### config.mk
export PLATFORM = sky130hd
export DESIGN_NAME = wsl_top
export DESIGN_NICKNAME = d
export VERILOG_FILES = /design/src/wsl_pkg.sv /design/src/wsl_top.sv
export SDC_FILE = /design/constraint.sdc
export NUM_CORES = 1
export LEC_CHECK = 0
export ABC_AREA = 1
export BUFFER_PORTS_ARGS = -buffer_cell sky130_fd_sc_hd__buf_4
export CORE_UTILIZATION = 45
export DETAILED_ROUTE_END_ITERATION = 12
export PLACE_DENSITY = 0.66
export SLEW_MARGIN = 5
export SYNTH_ARGS = -nofsm -noshare
export SYNTH_HDL_FRONTEND = slang
export SYNTH_SLANG_ARGS = --single-unit
### constraint.sdc
create_clock -name clk_sys_in -period 2.3 [get_ports clk_sys_in]
set_input_delay 0.345 -clock clk_sys_in [delete_from_list [all_inputs] [get_ports clk_sys_in]]
set_output_delay 0.345 -clock clk_sys_in [all_outputs]
set_load 0.005 [all_outputs]
### src/wsl_pkg.sv
// package: register map, field layout and reset values of the wake and status logic
`default_nettype none
package wsl_pkg;
	localparam logic [7:0] WSL_OFS_WAKE_EN5 = 8'h0E;
	localparam logic [7:0] WSL_OFS_RSVD_0F = 8'h0F;
	localparam logic [7:0] WSL_OFS_STS1 = 8'h10;
	localparam logic [7:0] WSL_OFS_STS2 = 8'h11;
	localparam logic [7:0] WSL_OFS_CTRL = 8'h18;
	localparam logic [7:0] WSL_OFS_SMI_EN1 = 8'h19;
	localparam logic [7:0] WSL_OFS_SMI_EN2 = 8'h1A;
	localparam logic [7:0] WSL_OFS_IRQ_STAT = 8'h1B;
	localparam logic [7:0] WSL_OFS_IRQ_MASK = 8'h1C;
	localparam logic [7:0] WSL_RST_WAKE_EN5 = 8'h00;
	localparam logic [7:0] WSL_RST_STS1 = 8'h02;
	localparam logic [7:0] WSL_RST_STS2 = 8'h00;
	localparam logic [7:0] WSL_RST_ZERO = 8'h00;
	localparam logic [7:0] WSL_STS1_USED = 8'h3E;
	localparam logic [7:0] WSL_STS2_USED = 8'h17;
	localparam int WSL_BIT_PAR = 1;
	localparam int WSL_BIT_SERB = 2;
	localparam int WSL_BIT_SERA = 3;
	localparam int WSL_BIT_FDC = 4;
	localparam int WSL_BIT_MIDI = 5;
	localparam int WSL_BIT_MOUSE = 0;
	localparam int WSL_BIT_KBD = 1;
	localparam int WSL_BIT_IR = 2;
	localparam int WSL_BIT_P12 = 4;
	localparam int WSL_CTRL_WAKE_EN = 0;
	localparam int WSL_CTRL_PAR_ACT = 1;
	localparam int WSL_CTRL_IR_SEL = 2;
	localparam int WSL_IRQ_WAKE = 0;
	localparam int WSL_IRQ_SMI = 1;
	localparam int WSL_IRQ_IR = 2;
	localparam logic [7:0] WSL_CTRL_USED = 8'h07;
	localparam logic [7:0] WSL_IRQ_USED = 8'h07;

	typedef struct packed {
		logic [7:0] addr;
		logic [7:0] wdata;
		logic wr;
		logic rd;
	} wsl_bus_req_t;

	typedef struct packed {
		logic midi;
		logic floppy;
		logic serial_a;
		logic serial_b;
		logic kbc_p12;
		logic keyboard;
		logic mouse;
	} wsl_periph_irq_t;
endpackage
`default_nettype wire

### src/wsl_top.sv
// wsl_top: wake enable group 5, reserved 0F, two SMI status registers and their gating
`default_nettype none
module wsl_top
	import wsl_pkg::*;
(
	input wire logic clk_sys_in, // system clock, 100 MHz
	input wire logic rst_in, // main-power/hard/soft reset, sync high
	input wire logic rst_standby_in, // standby-power reset, sync high
	input wire wsl_pkg::wsl_bus_req_t bus_in, // register strobe, address, data
	output logic [7:0] rdata_out, // read data, cycle after read strobe
	input wire logic [7:0] gpio_g5_in, // group five pin wake status
	input wire wsl_pkg::wsl_periph_irq_t periph_irq_in, // peripheral requests
	input wire logic printer_acknowledge_n_in, // printer acknowledge pin
	input wire logic infrared_rx_primary_in, // primary ir receive pin
	input wire logic infrared_rx_secondary_in, // secondary ir receive pin
	output logic wake_event_out_n_out, // wake event, low active
	output logic wake_event_oe_n_out, // open-drain enable, low drives
	output logic group_sysmgmt_irq_n_out, // group smi, low active
	output logic irq_out // local interrupt, high active
);
	import wsl_pkg::*;

	// every pin input goes through three flops; second and third must agree
	logic [2:0] s_gp_reg [8];
	logic [2:0] s_gp_next [8];
	logic [7:0] gp_flt_reg, gp_flt_next;
	logic [2:0] s_ack_reg, s_ack_next;
	logic [2:0] s_irp_reg, s_irp_next;
	logic [2:0] s_irs_reg, s_irs_next;
	logic ack_flt_reg, ack_flt_next;
	logic ir_flt_reg, ir_flt_next;
	logic ir_prev_reg, ir_prev_next;

	logic [7:0] wake_en_reg, wake_en_next;
	logic [7:0] ctrl_reg, ctrl_next;
	logic [7:0] smi_en1_reg, smi_en1_next;
	logic [7:0] smi_en2_reg, smi_en2_next;
	logic [7:0] irq_stat_reg, irq_stat_next;
	logic [7:0] irq_mask_reg, irq_mask_next;
	logic [7:0] sts1_reg, sts1_next;
	logic [7:0] sts2_reg, sts2_next;
	logic [7:0] rdata_reg, rdata_next;
	logic wake_reg, wake_next;
	logic smi_reg, smi_next;
	logic ir_edge, ir_sel;
	logic wr_ok, rd_ok;

	assign wr_ok = bus_in.wr;
	assign rd_ok = bus_in.rd;

	genvar gi;
	generate
		for (gi = 0; gi < 8; gi++) begin : g_gp_sync
			always_comb begin
				s_gp_next[gi] = {s_gp_reg[gi][1:0], gpio_g5_in[gi]};
				gp_flt_next[gi] = (s_gp_reg[gi][1] == s_gp_reg[gi][2]) ?
					s_gp_reg[gi][2] : gp_flt_reg[gi];
			end
			always_ff @(posedge clk_sys_in) begin
				s_gp_reg[gi] <= s_gp_next[gi];
			end
		end
	endgenerate

	// ir selection picks the synchronized pin before filtering, so a mux flip onto a pin at another level looks like one edge
	always_comb begin
		s_ack_next = {s_ack_reg[1:0], printer_acknowledge_n_in};
		s_irp_next = {s_irp_reg[1:0], infrared_rx_primary_in};
		s_irs_next = {s_irs_reg[1:0], infrared_rx_secondary_in};
		ack_flt_next = (s_ack_reg[1] == s_ack_reg[2]) ? s_ack_reg[2] : ack_flt_reg;
		ir_sel = ctrl_reg[WSL_CTRL_IR_SEL] ? s_irs_reg[2] : s_irp_reg[2];
		if (ctrl_reg[WSL_CTRL_IR_SEL]) begin
			ir_flt_next = (s_irs_reg[1] == s_irs_reg[2]) ? ir_sel : ir_flt_reg;
		end else begin
			ir_flt_next = (s_irp_reg[1] == s_irp_reg[2]) ? ir_sel : ir_flt_reg;
		end
		ir_prev_next = ir_flt_reg;
	end
	assign ir_edge = ir_flt_reg ^ ir_prev_reg;

	always_ff @(posedge clk_sys_in) begin
		gp_flt_reg <= gp_flt_next;
		s_ack_reg <= s_ack_next;
		s_irp_reg <= s_irp_next;
		s_irs_reg <= s_irs_next;
		ack_flt_reg <= ack_flt_next;
		ir_flt_reg <= ir_flt_next;
		ir_prev_reg <= ir_prev_next;
	end

	// wake enable survives main-power reset; only standby reset clears it
	always_comb begin
		wake_en_next = wake_en_reg;
		if (rst_standby_in) begin
			wake_en_next = WSL_RST_WAKE_EN5;
		end else if (wr_ok && bus_in.addr == WSL_OFS_WAKE_EN5) begin
			wake_en_next = bus_in.wdata;
		end
	end

	always_comb begin
		ctrl_next = ctrl_reg;
		smi_en1_next = smi_en1_reg;
		smi_en2_next = smi_en2_reg;
		irq_mask_next = irq_mask_reg;
		if (rst_in || rst_standby_in) begin
			ctrl_next = WSL_RST_ZERO;
			smi_en1_next = WSL_RST_ZERO;
			smi_en2_next = WSL_RST_ZERO;
			irq_mask_next = WSL_RST_ZERO;
		end else if (wr_ok) begin
			unique case (bus_in.addr)
				WSL_OFS_CTRL: ctrl_next = bus_in.wdata & WSL_CTRL_USED;
				WSL_OFS_SMI_EN1: smi_en1_next = bus_in.wdata & WSL_STS1_USED;
				WSL_OFS_SMI_EN2: smi_en2_next = bus_in.wdata & WSL_STS2_USED;
				WSL_OFS_IRQ_MASK: irq_mask_next = bus_in.wdata & WSL_IRQ_USED;
				default: ;
			endcase
		end
	end

	// status 1 is a live view; host writes have no path into it
	always_comb begin
		sts1_next = WSL_RST_ZERO;
		sts1_next[WSL_BIT_SERB] = periph_irq_in.serial_b;
		sts1_next[WSL_BIT_SERA] = periph_irq_in.serial_a;
		sts1_next[WSL_BIT_FDC] = periph_irq_in.floppy;
		sts1_next[WSL_BIT_MIDI] = periph_irq_in.midi;
		sts1_next[WSL_BIT_PAR] = ctrl_reg[WSL_CTRL_PAR_ACT] ?
			ack_flt_reg : 1'b1;
		if (rst_in || rst_standby_in) begin
			sts1_next = WSL_RST_STS1;
		end
	end

	// ir flag: an edge in the cycle of the clearing read still sets it
	always_comb begin
		sts2_next = WSL_RST_ZERO;
		sts2_next[WSL_BIT_MOUSE] = periph_irq_in.mouse;
		sts2_next[WSL_BIT_KBD] = periph_irq_in.keyboard;
		sts2_next[WSL_BIT_P12] = periph_irq_in.kbc_p12;
		sts2_next[WSL_BIT_IR] = ir_edge ||
			(sts2_reg[WSL_BIT_IR] && !(rd_ok && bus_in.addr == WSL_OFS_STS2));
		if (rst_standby_in) begin
			sts2_next = WSL_RST_STS2;
		end
	end

	always_comb begin
		wake_next = |(wake_en_reg & gp_flt_reg) && ctrl_reg[WSL_CTRL_WAKE_EN];
		smi_next = |(sts1_reg & smi_en1_reg) || |(sts2_reg & smi_en2_reg);
		if (rst_in || rst_standby_in) begin
			wake_next = 1'b0;
			smi_next = 1'b0;
		end
	end

	// local interrupt: sticky bits, cleared by reading the status word
	always_comb begin
		irq_stat_next = irq_stat_reg;
		if (rd_ok && bus_in.addr == WSL_OFS_IRQ_STAT) begin
			irq_stat_next = WSL_RST_ZERO;
		end
		if (wake_next && !wake_reg) begin
			irq_stat_next[WSL_IRQ_WAKE] = 1'b1;
		end
		if (smi_next && !smi_reg) begin
			irq_stat_next[WSL_IRQ_SMI] = 1'b1;
		end
		if (ir_edge) begin
			irq_stat_next[WSL_IRQ_IR] = 1'b1;
		end
		if (rst_in || rst_standby_in) begin
			irq_stat_next = WSL_RST_ZERO;
		end
	end

	always_comb begin
		rdata_next = WSL_RST_ZERO;
		if (rd_ok) begin
			unique case (bus_in.addr)
				WSL_OFS_WAKE_EN5: rdata_next = wake_en_reg;
				WSL_OFS_RSVD_0F: rdata_next = WSL_RST_ZERO;
				WSL_OFS_STS1: rdata_next = sts1_reg & WSL_STS1_USED;
				WSL_OFS_STS2: rdata_next = sts2_reg & WSL_STS2_USED;
				WSL_OFS_CTRL: rdata_next = ctrl_reg;
				WSL_OFS_SMI_EN1: rdata_next = smi_en1_reg;
				WSL_OFS_SMI_EN2: rdata_next = smi_en2_reg;
				WSL_OFS_IRQ_STAT: rdata_next = irq_stat_reg;
				WSL_OFS_IRQ_MASK: rdata_next = irq_mask_reg;
				default: rdata_next = WSL_RST_ZERO;
			endcase
		end
		if (rst_in || rst_standby_in) begin
			rdata_next = WSL_RST_ZERO;
		end
	end

	always_ff @(posedge clk_sys_in) begin
		wake_en_reg <= wake_en_next;
		ctrl_reg <= ctrl_next;
		smi_en1_reg <= smi_en1_next;
		smi_en2_reg <= smi_en2_next;
		irq_mask_reg <= irq_mask_next;
		irq_stat_reg <= irq_stat_next;
		sts1_reg <= sts1_next;
		sts2_reg <= sts2_next;
		wake_reg <= wake_next;
		smi_reg <= smi_next;
		rdata_reg <= rdata_next;
	end

	assign rdata_out = rdata_reg;
	assign wake_event_out_n_out = 1'b0;
	assign wake_event_oe_n_out = ~wake_reg;
	assign group_sysmgmt_irq_n_out = ~smi_reg;
	assign irq_out = |(irq_stat_reg & irq_mask_reg);
endmodule // wsl_top
`default_nettype wire

# Yosys cells after proc, flatten, opt, wreduce, memory -nomap -nowiden
# Memories as Yosys holds them, arrays and structs flattened.
# Index checks and enable logic that the tools add are counted.
# word_totals
input_bits	39
reg_bits	72
out_inout_bits	12
memories	1
ramBits	24
# memory_table
name	words	width	rd	rd_clocked_by_memory_dff	write_ports	line	source
s_gp_reg	8	3	8	0	8	wsl_top.sv:24	logic [2:0] s_gp_reg [8];
# classes
n_eq_ne	20
bitwise	9
reduce_logical	28
n_mux	11
# op_table
cell	count
$pmux 8 s8	1
$eq 8x5->1 const B	7
$reduce_or 8->1	4
$eq 1x1->1	11
$reduce_and 2->1	5
$mux 1	9
$and 8x5->8	1
$and 8x6->8	1
$and 8x8->8	1
$eq 8x4->1 const B	1
$reduce_bool 2->1	4
$logic_and 1x1->1	7
$not 1->1	4
$reduce_or 2->1	2
$and 3x3->3	1
$logic_not 1->1	3
$logic_or 1x1->1	3
$mux 3	1
$ne 2x1->1 const B	1
$xor 1x1->1	1

# Longest topological paths before layout
# logic_depth
depth_word	6
depth_mapped	10
depth_no_buf	9

# Worst setup path before layout
# OpenSTA, ideal clock, no wires.
# synth_timing
kind	in2reg
start	in bus_in[16] in the netlist's numbering
end	reg wake_en_reg[6]
arrival_time_ns	1.102
setup_slack_ns	1.079
cell_stages	7
path_cell_list	inv_1 nand2_4 nor2_4 nand3_2 buf_2 o21ai_1 a21oi_1
# synth_between
elab_chain_len	2
# synth_rtl
item	line	source
start: declaration	wsl_top.sv:9	input wire wsl_pkg::wsl_bus_req_t bus_in,
$eq 8x4->1	wsl_top.sv:96	end else if (wr_ok && bus_in.addr == WSL_OFS_WAKE_EN5) begin
$logic_and 1x1->1	wsl_top.sv:96	
end signal: assignment	wsl_top.sv:200	wake_en_reg <= wake_en_next;
end: declaration	wsl_top.sv:34	logic [7:0] wake_en_reg, wake_en_next;
# No other way between the ends.
# A chain may end at the register's enable or synchronous reset.

# Final worst setup path
# layout_timing
start	reg irq_stat_reg[0]
end	out irq_out
# layout_between
elab_chain_len	2
# layout_rtl
item	line	source
start: declaration	wsl_top.sv:38	logic [7:0] irq_stat_reg, irq_stat_next;
start signal: assignment	wsl_top.sv:205	irq_stat_reg <= irq_stat_next;
$and 3x3->3	wsl_top.sv:217	assign irq_out = |(irq_stat_reg & irq_mask_reg);
$reduce_or 8->1	wsl_top.sv:217	
end: declaration	wsl_top.sv:19	output logic irq_out
# No other way between the ends.

==> impl_metrics.tcl <==
set metrics [dict create \
    cts_tree "done" \
    yosysTopAreaCellShare_pct 47.9 \
    place_congestion 0.918 \
    skew_ns 0.00972 \
    hold_buffers 0 \
    portBuffers 49 \
    post-route-drc-count 0 \
    rsz0062_at_grt "false" \
    coreArea_um2 6940 \
    drtIter0Drc 104 \
    yosys-top-cells-area "dfxtp_1 (48%), edfxtp_1 (9.1%), nand2_1 (6.9%)" \
    routedWlPerCell_um 13.0 \
    wirelength_um 6850 \
    max-cap-violations 0 \
    grt_pass1_vias 2287 \
    n_antenna_cell 0 \
    yosysWarnings 0 \
    synth_seq_cells 89 \
    switching_share_pct 24.9 \
    crit_fanout 3 \
    crit_chain "nand2_1, nand3_1, buf_4" \
    htreeDepth 3 \
    fmax_mhz 747 \
    cts_max_path_buffers 2 \
    post-cts-setup-buffers 0 \
    io_pins 51 \
    vias 2510 \
    min_period_over_period_pct 58.2 \
    p_int_mw 2.10 \
    initial_core_util_pct 47.5 \
    drive_gt1_share_pct 23.0 \
    ant_nets 0 \
    cpMaxStageDelayCell "dfxtp_1" \
    drv_slew 0 \
    fin_setup_tns_ns 0 \
    p_leak_nw 1.63 \
    cts-buffers-inserted 9 \
    min_period_ns 1.34 \
    die-height_um 87.7 \
    seq_area_frac_synth_pct 57.0 \
    setup_violations 0 \
    die_w_um 87.7 \
    clock_sinks 89 \
    synth.net_count 410 \
    cts_resized 0 \
    status "finished clean" \
    synth.avg_cell_area_um2 8.90 \
    power_frac_seq_pct 59.1 \
    power.switching_mw 0.697 \
    clkPwrFrac_pct 35.1 \
    crit_arrival_ns 0.99 \
    post-place-ws_ns 0.716 \
    place_hpwl_um 5120 \
    hold_viol_final 0 \
    antenna_found_initial 0 \
    row_count 30 \
    crit_path_start_kind "flip-flop" \
    max_stage_delay_ns 0.38 \
    yosysTopAreaCell "dfxtp_1" \
    grt_pass1_wl_um 10700 \
    min_path_type "in -> reg" \
    clk_pin_slew_ns 0.09 \
    power_density_nw_per_um2 714 \
    largest_reg_flops 24 \
    netlist_instances 371 \
    clkLatencyLatePin_ns 0.36 \
    root_buffer "clkbuf_8" \
    power_frac_comb_pct 5.8 \
    grt_max_degree 26 \
    synth_cell_types 26 \
    syn_area_um2 3300 \
    timing.final.ws_setup_ns 0.962 \
    grt_usage_pct 19.2 \
    end_kind "primary output" \
    ir_drop_mv 0.439 \
    worstSetupPathType "reg -> out" \
    overflow 0 \
    nets 464 \
    syn2layout_area_growth_pct 18.8 \
    first_pass_iters 5 \
    dieArea_um2 7680 \
    via_per_inst 4.77 \
    critical_path_required_ns 1.96 \
]
layout by cell type, fill, tap and decap left out:
cell type / synthesis / final
dfxtp_1: 79 / 79
nand2_1: 61 / 61
buf_4: 2 / 50
inv_1: 40 / 40
nand3_1: 38 / 38
nor2_1: 32 / 32
a21oi_1: 24 / 24
o21ai_0: 23 / 23
nor2_2: 11 / 11
xnor2_1: 11 / 11
edfxtp_1: 10 / 10
clkbuf_8: 0 / 9
nor3_1: 7 / 7
nand2_2: 6 / 6
nor2_4: 5 / 5
nand2_4: 4 / 4
clkinvlp_4: 0 / 4
inv_2: 3 / 3
o21ai_1: 3 / 3
nand3_2: 2 / 2
nand4_1: 1 / 1
xor2_1: 1 / 1
nor2_8: 1 / 1
nand3_4: 1 / 1
conb_1: 1 / 1
inv_6: 0 / 1
inv_8: 0 / 1
clkinv_2: 0 / 1
final timing paths:
kind / from / to / slack (ns) / depth (start not counted)
worst max-delay path: irq_stat_reg[0] / irq_out / 0.96 / 3
worst min-delay path: gpio_g5_in[5] / s_gp_reg[1][3] / 0.08 / 1
worst max register to register: gp_flt_reg[5] / irq_stat_reg[0] / 1.17 / 6
worst min register to register: s_irs_reg[0] / s_irs_reg[1] / 0.33 / 0
synthesized netlist by cell type, drive strengths merged:
cell,count
nand2,71
conb,1
buf,6
a21oi,24
nand4,1
xnor2,11
edfxtp,10
nor3,7
dfxtp,79
xor2,1
inv,43
nor2,49
clkbuf,1
nand3,41
o21ai,26
layout make-up:
| cell class | instances | area, um^2 |
|---|---|---|
| Sequential cell | 89 | 1880 |
| Clock inverter | 7 | 55.1 |
| Tap cell | 96 | 120 |
| Inverter | 43 | 161 |
| Timing Repair Buffer | 50 | 375 |
| Fill cell | 637 | 3020 |
| Multi-Input combinational cell | 232 | 1200 |
| Clock buffer | 9 | 124 |
per-layer routing:
layer / global-route usage (%) / up-vias / part of all wire [%]
li1: - / 1292 / -
met1: 26.0 / 1126 / 48
met2: 28.8 / 82 / 44
met3: 5.09 / 10 / 6.6
met4: 8.94 / 0 / 1.6
met5: 0 / - / 0
kinds of logic after synthesis:
group	count (synthesis)	synth area share (%)
xor+xnor	12	3.18
simple gates	169	25.6
flops	89	57.0
compound gates	50	7.58
buf+inv	50	6.52
other cells	1	0.114
through the flow:
stage	total power [mW]	utilization (%)	instances	hold WS, ns	instance area, um^2
after floorplan	1.77	-	371	0.310	3300
after global placement	1.85	53.9	510	0.310	3740
after global routing	2.91	56.5	526	0.0565	3920
after detailed placement	1.85	53.9	510	0.312	3740
after CTS	2.82	56.5	526	0.0643	3920
final	2.80	56.5	526	0.0769	3920
critical path: cells and delay by family, from the launching register on:
family / cells / cell delay [ns]
buf+inv: 1 / 0.10
simple gates: 2 / 0.15
flops: 1 / 0.38
power by group through the flow:
stage	Sequential, mW	Combinational [mW]	Clock [mW]
CTS	1.66	0.163	1.00
detailed placement	1.69	0.162	0
floorplan	1.68	0.0890	0
finish	1.65	0.162	0.983
global placement	1.69	0.159	0
global route	1.66	0.178	1.07
No activity file was read; power rests on OpenSTA's default activity.
